--- config.mk ---
export PLATFORM = sky130hd
export DESIGN_NAME = pmir_regs
export DESIGN_NICKNAME = d
export VERILOG_FILES = /design/src/rtl/pmir_pkg.sv /design/src/rtl/pmir_mode_sel.sv /design/src/rtl/pmir_alias_map.sv /design/src/rtl/pmir_regs.sv
export SDC_FILE = /design/constraint.sdc
export NUM_CORES = 1
export LEC_CHECK = 0
export BUFFER_PORTS_ARGS = -buffer_cell sky130_fd_sc_hd__buf_4
export CAP_MARGIN = 30
export CORE_AREA = 2 2 103 105
export CTS_CLUSTER_SIZE = 40
export DETAILED_ROUTE_END_ITERATION = 8
export DIE_AREA = 0 0 105 107
export PLACE_DENSITY_LB_ADDON = 0.3
export SYNTH_ARGS = -nofsm -noshare
export SYNTH_HDL_FRONTEND = slang
export SYNTH_HIERARCHICAL = 1
export SYNTH_SLANG_ARGS = --single-unit
--- constraint.sdc ---
create_clock -name core_clk -period 2.5 [get_ports core_clk]
set_clock_uncertainty 0.2 [all_clocks]
set_input_delay 0.75 -clock core_clk [delete_from_list [all_inputs] [get_ports core_clk]]
set_output_delay 0.75 -clock core_clk [all_outputs]
set_load 0.01 [all_outputs]
--- src/rtl/pmir_pkg.sv ---
// constants for the payload mode and i2c remap register bank
`default_nettype none
package pmir_pkg;
    // register indices; byte address is four times the index
    localparam logic [9:0] IDX_PASS_CFG = 10'h003;
    localparam logic [9:0] IDX_MODE_SEL = 10'h005;
    localparam logic [9:0] IDX_RECV_ADDR = 10'h006;
    localparam logic [9:0] IDX_RECV_ALIAS = 10'h007;
    localparam logic [9:0] IDX_TGT_ADDR = 10'h008;
    localparam logic [9:0] IDX_TGT_ALIAS = 10'h009;
    localparam logic [9:0] IDX_STATUS = 10'h00c;

    // payload mode select fields
    localparam int MODE_OVR_BIT = 5;
    localparam int MODE_CUR_BIT = 4;
    localparam int STRAP_12_BIT = 3;
    localparam int STRAP_10_BIT = 2;
    localparam int SEL_12_BIT = 1;
    localparam int SEL_10_BIT = 0;
    localparam logic [7:0] MODE_SEL_RST = 8'h00;
    localparam logic [7:0] MODE_SEL_RW_MASK = 8'he3;

    // address style registers: 7-bit field in 7:1, flag in bit 0
    localparam int ID_MSB = 7;
    localparam int ID_LSB = 1;
    localparam int HOLD_BIT = 0;
    localparam logic [7:0] ADDR_REG_RST = 8'h00;
    localparam logic [6:0] ID_ZERO = 7'h00;

    // pass-through config and general status
    localparam int PASS_EN_BIT = 2;
    localparam logic PASS_EN_RST = 1'b1;
    localparam int LOCK_BIT = 4;

    // alias map entries
    localparam int MAP_RECV = 0;
    localparam int MAP_TGT = 1;
    localparam int MAP_COUNT = 2;
endpackage
`default_nettype wire

--- src/rtl/pmir_mode_sel.sv ---
// payload width selection between back channel and software override
`default_nettype none
module pmir_mode_sel (
    // clock and reset
    input wire logic core_clk,
    input wire logic sys_rst,
    // selection sources
    input wire logic override,
    input wire logic sw_sel_12b,
    input wire logic sw_sel_10b,
    input wire logic bc_sel_12b,
    input wire logic bc_sel_10b,
    // active payload mode
    output logic twelve_bit_payload_sel,
    output logic ten_bit_payload_sel
);
    logic mode_12b_nxt;
    logic mode_10b_nxt;

    // both software bits set is left as written; software keeps them apart
    always_comb begin
        if (override) begin
            mode_12b_nxt = sw_sel_12b;
            mode_10b_nxt = sw_sel_10b;
        end else begin
            mode_12b_nxt = bc_sel_12b;
            mode_10b_nxt = bc_sel_10b;
        end
    end

    always_ff @(posedge core_clk) begin
        if (sys_rst) begin
            twelve_bit_payload_sel <= 1'b0;
            ten_bit_payload_sel <= 1'b0;
        end else begin
            twelve_bit_payload_sel <= mode_12b_nxt;
            ten_bit_payload_sel <= mode_10b_nxt;
        end
    end
endmodule
`default_nettype wire

--- src/rtl/pmir_alias_map.sv ---
// one alias decode entry: match an i2c address and give its real address
`default_nettype none
module pmir_alias_map (
    // decode enables and table contents
    input wire logic enable,
    input wire logic [6:0] alias_addr,
    input wire logic [6:0] dest_addr,
    // incoming address
    input wire logic [6:0] in_addr,
    // decode result
    output logic hit,
    output logic [6:0] out_addr
);
    logic alias_live;
    logic dest_live;

    // zero in either field shuts the path
    assign alias_live = (alias_addr != pmir_pkg::ID_ZERO);
    assign dest_live = (dest_addr != pmir_pkg::ID_ZERO);
    assign hit = enable && alias_live && dest_live && (in_addr == alias_addr);
    assign out_addr = dest_addr;
endmodule
`default_nettype wire

--- src/rtl/pmir_regs.sv ---
// payload mode and i2c remap register bank with apb slave
`default_nettype none
// What this block does
// - with override set the payload width comes from software bits, else from the back channel.
// - bit 4 of the mode register reads 1 while the back-channel mode is current.
// - bits 3 and 2 report the strapped 12-bit and 10-bit modes read-only.
// - software bit 1 picks 12-bit payload, effective only under override.
// - software bit 0 picks 10-bit payload, effective only under override.
// - bits 7:1 of the receiver address register hold its 7-bit address, reset zero.
// - a zero receiver address stops all forwarding to the receiver.
// - after link lock the receiver address loads from the control channel.
// - the hold bit stops that automatic load and keeps the written value.
// - accesses to the receiver alias are rewritten to the receiver address; alias zero disables.
// - accesses to the target alias are rewritten to the stored target address.
// - a zero target address blocks all forwarding to the target.
// - the target alias sits in bits 7:1 and zero disables the target path.
// - alias forwarding works only while pass-through is enabled, which resets to on.
// - a read-only lock flag shows the receive lock that triggers the automatic load.
module pmir_regs (
    // clock and reset
    input wire logic core_clk,
    input wire logic sys_rst,
    // apb slave
    input wire logic [11:0] paddr,
    input wire logic psel,
    input wire logic penable,
    input wire logic pwrite,
    input wire logic [31:0] pwdata,
    input wire logic [3:0] pstrb,
    output logic [31:0] prdata,
    output logic pready,
    output logic pslverr,
    // back channel mode and id
    input wire logic bc_mode_12b,
    input wire logic bc_mode_10b,
    input wire logic bc_mode_current,
    input wire logic [6:0] bc_remote_id,
    input wire logic bc_remote_id_valid,
    // straps and link status
    input wire logic strap_mode_12b,
    input wire logic strap_mode_10b,
    input wire logic rx_lock,
    // local i2c address decode request
    input wire logic i2c_req,
    input wire logic [6:0] i2c_addr,
    // forwarded request toward the control channel
    output logic fwd_req,
    output logic [6:0] fwd_addr,
    output logic fwd_to_target,
    output logic fwd_drop,
    // active payload mode
    output logic twelve_bit_payload_sel,
    output logic ten_bit_payload_sel
);
    logic [7:0] mode_sel_r;
    logic [7:0] recv_addr_r;
    logic [7:0] recv_alias_r;
    logic [7:0] tgt_addr_r;
    logic [7:0] tgt_alias_r;
    logic pass_en_r;
    logic mode_cur_r;
    logic strap_12_r;
    logic strap_10_r;
    logic lock_r;
    logic [31:0] prdata_r;
    logic pslverr_r;
    logic [31:0] rd_nxt;
    logic err_nxt;
    logic [9:0] idx;
    logic aligned;
    logic setup;
    logic wr_en;
    logic wr_mode_sel;
    logic wr_pass_cfg;
    logic wr_recv_addr;
    logic wr_recv_alias;
    logic wr_tgt_addr;
    logic wr_tgt_alias;
    logic lane0;
    logic [7:0] wbyte;
    logic auto_load;
    logic [6:0] map_alias [pmir_pkg::MAP_COUNT];
    logic [6:0] map_dest [pmir_pkg::MAP_COUNT];
    logic map_hit [pmir_pkg::MAP_COUNT];
    logic [6:0] map_out [pmir_pkg::MAP_COUNT];
    logic fwd_req_r;
    logic [6:0] fwd_addr_r;
    logic fwd_tgt_r;
    logic fwd_drop_r;

    // bus decode
    assign idx = paddr[11:2];
    assign aligned = (paddr[1:0] == 2'h0);
    assign setup = psel && !penable;
    assign lane0 = pstrb[0];
    assign wbyte = pwdata[7:0];
    // no wait state: read data is latched in setup, answer in the first access cycle
    assign wr_en = psel && penable && pwrite && lane0 && !pslverr_r;

    // one strobe per register, so each store sees a single decode
    assign wr_mode_sel = wr_en && (idx == pmir_pkg::IDX_MODE_SEL);
    assign wr_pass_cfg = wr_en && (idx == pmir_pkg::IDX_PASS_CFG);
    assign wr_recv_addr = wr_en && (idx == pmir_pkg::IDX_RECV_ADDR);
    assign wr_recv_alias = wr_en && (idx == pmir_pkg::IDX_RECV_ALIAS);
    assign wr_tgt_addr = wr_en && (idx == pmir_pkg::IDX_TGT_ADDR);
    assign wr_tgt_alias = wr_en && (idx == pmir_pkg::IDX_TGT_ALIAS);
    assign pready = psel && penable;
    assign prdata = prdata_r;
    assign pslverr = pslverr_r;

    // read mux and address check
    always_comb begin
        rd_nxt = 32'h0000_0000;
        err_nxt = 1'b0;
        if (!aligned) begin
            err_nxt = 1'b1;
        end else begin
            unique case (idx)
                pmir_pkg::IDX_PASS_CFG: begin
                    rd_nxt[pmir_pkg::PASS_EN_BIT] = pass_en_r;
                end
                pmir_pkg::IDX_MODE_SEL: begin
                    rd_nxt[7:0] = mode_sel_r & pmir_pkg::MODE_SEL_RW_MASK;
                    rd_nxt[pmir_pkg::MODE_CUR_BIT] = mode_cur_r;
                    rd_nxt[pmir_pkg::STRAP_12_BIT] = strap_12_r;
                    rd_nxt[pmir_pkg::STRAP_10_BIT] = strap_10_r;
                end
                pmir_pkg::IDX_RECV_ADDR: begin
                    rd_nxt[7:0] = recv_addr_r;
                end
                pmir_pkg::IDX_RECV_ALIAS: begin
                    rd_nxt[7:0] = recv_alias_r;
                end
                pmir_pkg::IDX_TGT_ADDR: begin
                    rd_nxt[7:0] = tgt_addr_r;
                end
                pmir_pkg::IDX_TGT_ALIAS: begin
                    rd_nxt[7:0] = tgt_alias_r;
                end
                pmir_pkg::IDX_STATUS: begin
                    rd_nxt[pmir_pkg::LOCK_BIT] = lock_r;
                end
                default: begin
                    err_nxt = 1'b1;
                end
            endcase
        end
    end

    always_ff @(posedge core_clk) begin
        if (sys_rst) begin
            prdata_r <= 32'h0000_0000;
            pslverr_r <= 1'b0;
        end else if (setup) begin
            prdata_r <= pwrite ? 32'h0000_0000 : rd_nxt;
            pslverr_r <= err_nxt;
        end
    end

    // status inputs registered so reads see a stable copy
    always_ff @(posedge core_clk) begin
        if (sys_rst) begin
            mode_cur_r <= 1'b0;
            strap_12_r <= 1'b0;
            strap_10_r <= 1'b0;
            lock_r <= 1'b0;
        end else begin
            mode_cur_r <= bc_mode_current;
            strap_12_r <= strap_mode_12b;
            strap_10_r <= strap_mode_10b;
            lock_r <= rx_lock;
        end
    end

    // mode select: read-only bits 4:2 are never stored
    always_ff @(posedge core_clk) begin
        if (sys_rst) begin
            mode_sel_r <= pmir_pkg::MODE_SEL_RST;
        end else if (wr_mode_sel) begin
            mode_sel_r <= wbyte & pmir_pkg::MODE_SEL_RW_MASK;
        end
    end

    // pass-through enable, on after reset
    always_ff @(posedge core_clk) begin
        if (sys_rst) begin
            pass_en_r <= pmir_pkg::PASS_EN_RST;
        end else if (wr_pass_cfg) begin
            pass_en_r <= wbyte[pmir_pkg::PASS_EN_BIT];
        end
    end

    // automatic id load while locked unless held
    assign auto_load = lock_r && bc_remote_id_valid
        && !recv_addr_r[pmir_pkg::HOLD_BIT];

    // load from the channel wins over a colliding software write
    always_ff @(posedge core_clk) begin
        if (sys_rst) begin
            recv_addr_r <= pmir_pkg::ADDR_REG_RST;
        end else if (auto_load) begin
            recv_addr_r[pmir_pkg::ID_MSB:pmir_pkg::ID_LSB] <= bc_remote_id;
        end else if (wr_recv_addr) begin
            recv_addr_r <= wbyte;
        end
    end

    always_ff @(posedge core_clk) begin
        if (sys_rst) begin
            recv_alias_r <= pmir_pkg::ADDR_REG_RST;
        end else if (wr_recv_alias) begin
            recv_alias_r <= wbyte;
        end
    end

    always_ff @(posedge core_clk) begin
        if (sys_rst) begin
            tgt_addr_r <= pmir_pkg::ADDR_REG_RST;
        end else if (wr_tgt_addr) begin
            tgt_addr_r <= wbyte;
        end
    end

    always_ff @(posedge core_clk) begin
        if (sys_rst) begin
            tgt_alias_r <= pmir_pkg::ADDR_REG_RST;
        end else if (wr_tgt_alias) begin
            tgt_alias_r <= wbyte;
        end
    end

    // alias table contents
    assign map_alias[pmir_pkg::MAP_RECV] =
        recv_alias_r[pmir_pkg::ID_MSB:pmir_pkg::ID_LSB];
    assign map_dest[pmir_pkg::MAP_RECV] =
        recv_addr_r[pmir_pkg::ID_MSB:pmir_pkg::ID_LSB];
    assign map_alias[pmir_pkg::MAP_TGT] =
        tgt_alias_r[pmir_pkg::ID_MSB:pmir_pkg::ID_LSB];
    assign map_dest[pmir_pkg::MAP_TGT] =
        tgt_addr_r[pmir_pkg::ID_MSB:pmir_pkg::ID_LSB];

    // zero alias or zero destination closes an entry
    genvar gi;
    generate
        for (gi = 0; gi < pmir_pkg::MAP_COUNT; gi++) begin : g_map
            pmir_alias_map u_map (
                .enable(pass_en_r),
                .alias_addr(map_alias[gi]),
                .dest_addr(map_dest[gi]),
                .in_addr(i2c_addr),
                .hit(map_hit[gi]),
                .out_addr(map_out[gi])
            );
        end
    endgenerate

    // receiver entry has priority if both aliases are programmed alike
    always_ff @(posedge core_clk) begin
        if (sys_rst) begin
            fwd_req_r <= 1'b0;
            fwd_addr_r <= pmir_pkg::ID_ZERO;
            fwd_tgt_r <= 1'b0;
            fwd_drop_r <= 1'b0;
        end else begin
            fwd_req_r <= 1'b0;
            fwd_drop_r <= 1'b0;
            if (i2c_req) begin
                if (map_hit[pmir_pkg::MAP_RECV]) begin
                    fwd_req_r <= 1'b1;
                    fwd_addr_r <= map_out[pmir_pkg::MAP_RECV];
                    fwd_tgt_r <= 1'b0;
                end else if (map_hit[pmir_pkg::MAP_TGT]) begin
                    fwd_req_r <= 1'b1;
                    fwd_addr_r <= map_out[pmir_pkg::MAP_TGT];
                    fwd_tgt_r <= 1'b1;
                end else begin
                    fwd_drop_r <= 1'b1;
                end
            end
        end
    end

    assign fwd_req = fwd_req_r;
    assign fwd_addr = fwd_addr_r;
    assign fwd_to_target = fwd_tgt_r;
    assign fwd_drop = fwd_drop_r;

    // payload width
    pmir_mode_sel u_mode (
        .core_clk(core_clk),
        .sys_rst(sys_rst),
        .override(mode_sel_r[pmir_pkg::MODE_OVR_BIT]),
        .sw_sel_12b(mode_sel_r[pmir_pkg::SEL_12_BIT]),
        .sw_sel_10b(mode_sel_r[pmir_pkg::SEL_10_BIT]),
        .bc_sel_12b(bc_mode_12b),
        .bc_sel_10b(bc_mode_10b),
        .twelve_bit_payload_sel(twelve_bit_payload_sel),
        .ten_bit_payload_sel(ten_bit_payload_sel)
    );
endmodule
`default_nettype wire

# [After elaboration in Yosys (flattened, before gate mapping)]
# Cells that the tools add are included.
[totals] regBits=87 latchBits=0 mem_bits_rw=0 rom_bits=0 out_inout_bits=46 wordCells=84 memories=0
[op_classes] n_addsub=0 mul=0 div=0 magnitude_cmp=0 eq_ne=9 shifts=0 mux=20 bitwise_logic=2 reduce_logical=34
[op_table] operator="$eq A10 B3 Y1 const B" n=3
[op_table] operator="$eq A10 B4 Y1 const B" n=3
[op_table] operator="$reduce_bool A7 Y1" n=4
[op_table] operator="$mux W8" n=3
[op_table] operator="$mux W7" n=3
[op_table] operator="$logic_and A1 B1 Y1" n=19
[op_table] operator="$pmux W3 S5" n=1
[op_table] operator="$eq A7 B7 Y1" n=2
[op_table] operator="$pmux W1 S6" n=2
[op_table] operator="$eq A10 B2 Y1 const B" n=1
[op_table] operator="$pmux W2 S5" n=1
[op_table] operator="$mux W1" n=9
[op_table] operator="$reduce_or A7 Y1" n=1
[op_table] operator="$pmux W1 S5" n=1
[op_table] operator="$reduce_and A2 Y1" n=2
[op_table] operator="$reduce_bool A2 Y1" n=2
[op_table] operator="$logic_not A1 Y1" n=3
[op_table] operator="$reduce_or A3 Y1" n=1
[op_table] operator="$logic_not A2 Y1" n=1
[op_table] operator="$not A1 Y1" n=2
[op_table] operator="$reduce_or A2 Y1" n=1

# [Longest topological paths before layout]
[depth] depth_word=7 depth_mapped=8 ltp_nobuf=6

# [Hierarchy]
# Netlist, hierarchy kept.
[by_module_without_submodules] module="pmir_regs" n_inst=1 cells_each=317 area_per_inst_um2=3085.5 seq_area_each_um2=1221.2
[by_module_without_submodules] module="pmir_alias_map" n_inst=2 cells_each=21 area_per_inst_um2=166.4 seq_area_each_um2=0.0
[by_module_without_submodules] module="pmir_mode_sel" n_inst=1 cells_each=6 area_per_inst_um2=67.6 seq_area_each_um2=40.0

# [Worst setup path after synthesis]
# OpenSTA, ideal clock, no wires.
[synth_timing] path_type="input to register" start="in i2c_addr[1]" end="reg fwd_addr_r[5] (netlist: fwd_addr[5])" t_arrival_ns=2.173 path_slack_ns=0.042 cell_stages=8 path_cell_list="xnor2_1 nand4_1 nor4_1 buf_2 o21a_1 clkbuf_1 nor2_1 a211oi_1"
[synth_lines] item="from (decl)" line="pmir_regs.sv:45" source="input wire logic [6:0] i2c_addr,"
[synth_lines] item="to (signal assigned)" line="pmir_regs.sv:261" source="fwd_addr_r <= pmir_pkg::ID_ZERO;"
[synth_lines] item="to (signal assigned)" line="pmir_regs.sv:270" source="fwd_addr_r <= map_out[pmir_pkg::MAP_RECV];"
[synth_lines] item="to (signal assigned)" line="pmir_regs.sv:274" source="fwd_addr_r <= map_out[pmir_pkg::MAP_TGT];"
[synth_lines] item="to (decl)" line="pmir_regs.sv:87" source="logic [6:0] fwd_addr_r;"

==> metrics.txt <==
cells along the critical path=or4_1 -> nor4_1 -> buf_4 -> nor4_2 -> buf_4 -> o21a_1 -> buf_12 -> a211oi_1; synthesis-to-finish area growth=20.60%; largest net degree at the start of global routing=25; Chip Width=105 um; Mean Syn Cell Area=9.550 um^2; RSZ-0062 raised after global routing=false; clk sinks=63; CP Buf/Inv Count=3; Unique masters post-synth=49; period utilization=0.9339; gpl congestion=0.8624; crit end category=flip-flop; First-pass DRT Iterations=4; Post-Syn Area=3486 um^2; crit path max fanout=15; Post-synth top flop=dfxtp_1; worst slew pin tran=0.8721 ns; CTS tree=yes; leakage dissipation=1.710 nW; f_max=428.3 MHz; outcome=complete, no violations; Fin. Hold Viols=0; # DRC=0; Starting DRT DRC Count=99; Root Driver=clkbuf_8; CP startpoint kind=flip-flop; family with the most delay on the worst path=simple AND/OR/NAND/NOR gates; Pins Over Slew Limit=0; commonest cells after routing, fill and taps aside=84 x buf_4, 63 x dfxtp_1, 49 x mux2i_1; Max Cap Violations=0; Post-synth EDFFs=0; Final setup viols=0; synth warn=6; Crit path top cell by count=buf_4; drt wl/cell=15.40 um; met1 usage=0.2076; DP Worst Slack=-0.03040 ns; GR peak layer=met2; number of fill cells=1,042; slowest CP cell=or4_1; Rows=37; first-pass GRT wire length=13,700 um; Peak VDD IR=0.0002609 V; GRT Overall Usage=0.1577; Max Root-Sink Buffers=2; antenna diode count=0; CP required=2.56 ns; Post-Route WL=8762 um; post-route ant nets=0; Setup Buffers After CTS=0; GRT met2 Usage=0.2477; hold crit path type=reg2reg; CORE AREA=10,090 um^2; #FFs+latches synth=63; port buffer count=69; Post-synth ARST share=0; Ports=121; worst skew pair latency=0.34 ns; highest cell delay on the worst timing path=0.56 ns; Power Total=0.002040 W; H-tree lvl count=3; initial core utilization=0.3454; DP Area=4028 um^2; Worst slew margin=0.4141; Post-Place Cells=553; grt met3 use=0.04195; Post-CTS Resized=0; # nets final=503; via/cell ratio=4.764; kind of critical path=reg2reg; Gate Count Post-Synth=365; Remaining Overflow, GRT=0; height of the chip=107 um; CTS buffer count=9; fin worst setup slack=0.1652 ns; post-route insts no fill=569; HPWL after DPL=6893 um; Hold Buf Count CTS=0; worst hold margin=0.2596 ns; PwrDens=485.2 nW/um^2; Final Cell Area=4204 um^2; vias in the first global route=2,582; commonest non-fill, non-tap cell in the layout=buf_4; worst path arrival time=2.39 ns; Seq/Total Area, Yosys=0.3618; clock transition at the registers of the reported paths=0.07 ns; layout cells sized above 1=0.2702; die area=11,240 um^2; minimum clock period=2.335 ns; via count=2,711; initial antenna violation count=0
## cell families after synthesis
kind of cell / count (synthesis) / share of synthesized area
flip-flops: 63 / 0.3618
XOR/XNOR: 14 / 0.03518
multiplexers: 55 / 0.1601
AND/OR/NAND/NOR: 126 / 0.2340
buffers and inverters: 58 / 0.1134
AO/OA/AOI/OAI: 48 / 0.09440
other: 1 / 0.001076
## flip-flops by register name, summed over array words and instances (netlist names), 5 cells and up
register	count
fwd_addr	7
mode_sel_r	5
prdata	8
recv_addr_r	8
recv_alias_r	8
tgt_addr_r	8
tgt_alias_r	8
## worst register-to-register path, delay by kind of cell (launching register included)
family / cells / cell delay (ns)
buffers and inverters: 3 / 0.49
flip-flops: 1 / 0.31
AND/OR/NAND/NOR: 3 / 0.85
AO/OA/AOI/OAI: 2 / 0.40
## per-layer routing
layer	vias up	routed length, um
li1	1359	-
met1	1276	4216
met2	65	4022
met3	11	403
met4	0	120
met5	-	0
## worst paths after layout
path,startpoint,endpoint,slack [ns],cells past startpoint
max,recv_addr_r[3],fwd_addr[0],0.17,8
min,prdata[6],prdata[6],0.26,2
max reg2reg,recv_addr_r[3],fwd_addr[0],0.17,8
min reg2reg,prdata[6],prdata[6],0.26,2
## area by class of cell
type	instances	area [um^2]	share of cell area
Inverter	1	3.754	0.0008929
Multi-Input combinational cell	267	1922	0.4571
Clock buffer	13	158.9	0.03780
Sequential cell	63	1261	0.3000
Tap cell	136	170.2	0.04048
Clock inverter	3	17.52	0.004167
Timing Repair Buffer	86	670.6	0.1595
## cells in the mapped netlist (2+ instances only)
| cell | count | area, um^2 |
|---|---|---|
| buf_2 | 6 | 30.03 |
| buf_6 | 3 | 33.78 |
| nor2_1 | 15 | 56.30 |
| dfxtp_1 | 63 | 1261 |
| mux2_2 | 6 | 67.56 |
| buf_4 | 39 | 292.8 |
| mux2i_1 | 49 | 490.5 |
| nor4_2 | 3 | 37.54 |
| nor4b_1 | 3 | 26.28 |
| o21ai_0 | 15 | 75.07 |
| and3b_1 | 2 | 17.52 |
| nor2b_1 | 7 | 43.79 |
| nand4_1 | 4 | 25.02 |
| a22o_1 | 5 | 43.79 |
| nand3b_1 | 4 | 30.03 |
| nand2b_1 | 42 | 262.8 |
| a211oi_1 | 9 | 67.56 |
| nand2_1 | 17 | 63.81 |
| or4_1 | 5 | 37.54 |
| nor4bb_1 | 2 | 20.02 |
| nor3_1 | 5 | 25.02 |
| clkbuf_1 | 7 | 26.28 |
| nor4_1 | 5 | 31.28 |
| xnor2_1 | 14 | 122.6 |
| o21a_1 | 2 | 15.01 |
| a21oi_1 | 5 | 25.02 |
| a221oi_1 | 6 | 52.55 |
## through the flow
| stage | setup TNS [ns] | util |
|---|---|---|
| 5_1_grt | 0 | 0.4166 |
| 4_1_cts | 0 | 0.4166 |
| 3_5_place_dp | -0.1529 | 0.3991 |
| 2_1_floorplan | 0 | - |
| 3_3_place_gp | 0 | 0.3991 |
| 6_report | 0 | 0.4166 |
## report_power, final
group / total, W / leakage (nW) / internal (W) / switching, W
sequential: 0.00102 / 0.510 / 0.00101 / 0.00000640
clock: 0.000799 / 0.0894 / 0.000411 / 0.000387
combinational: 0.000221 / 1.11 / 0.000106 / 0.000114
total: 0.00204 / 1.71 / 0.00153 / 0.000508
Power figures use the tool's default switching activity.
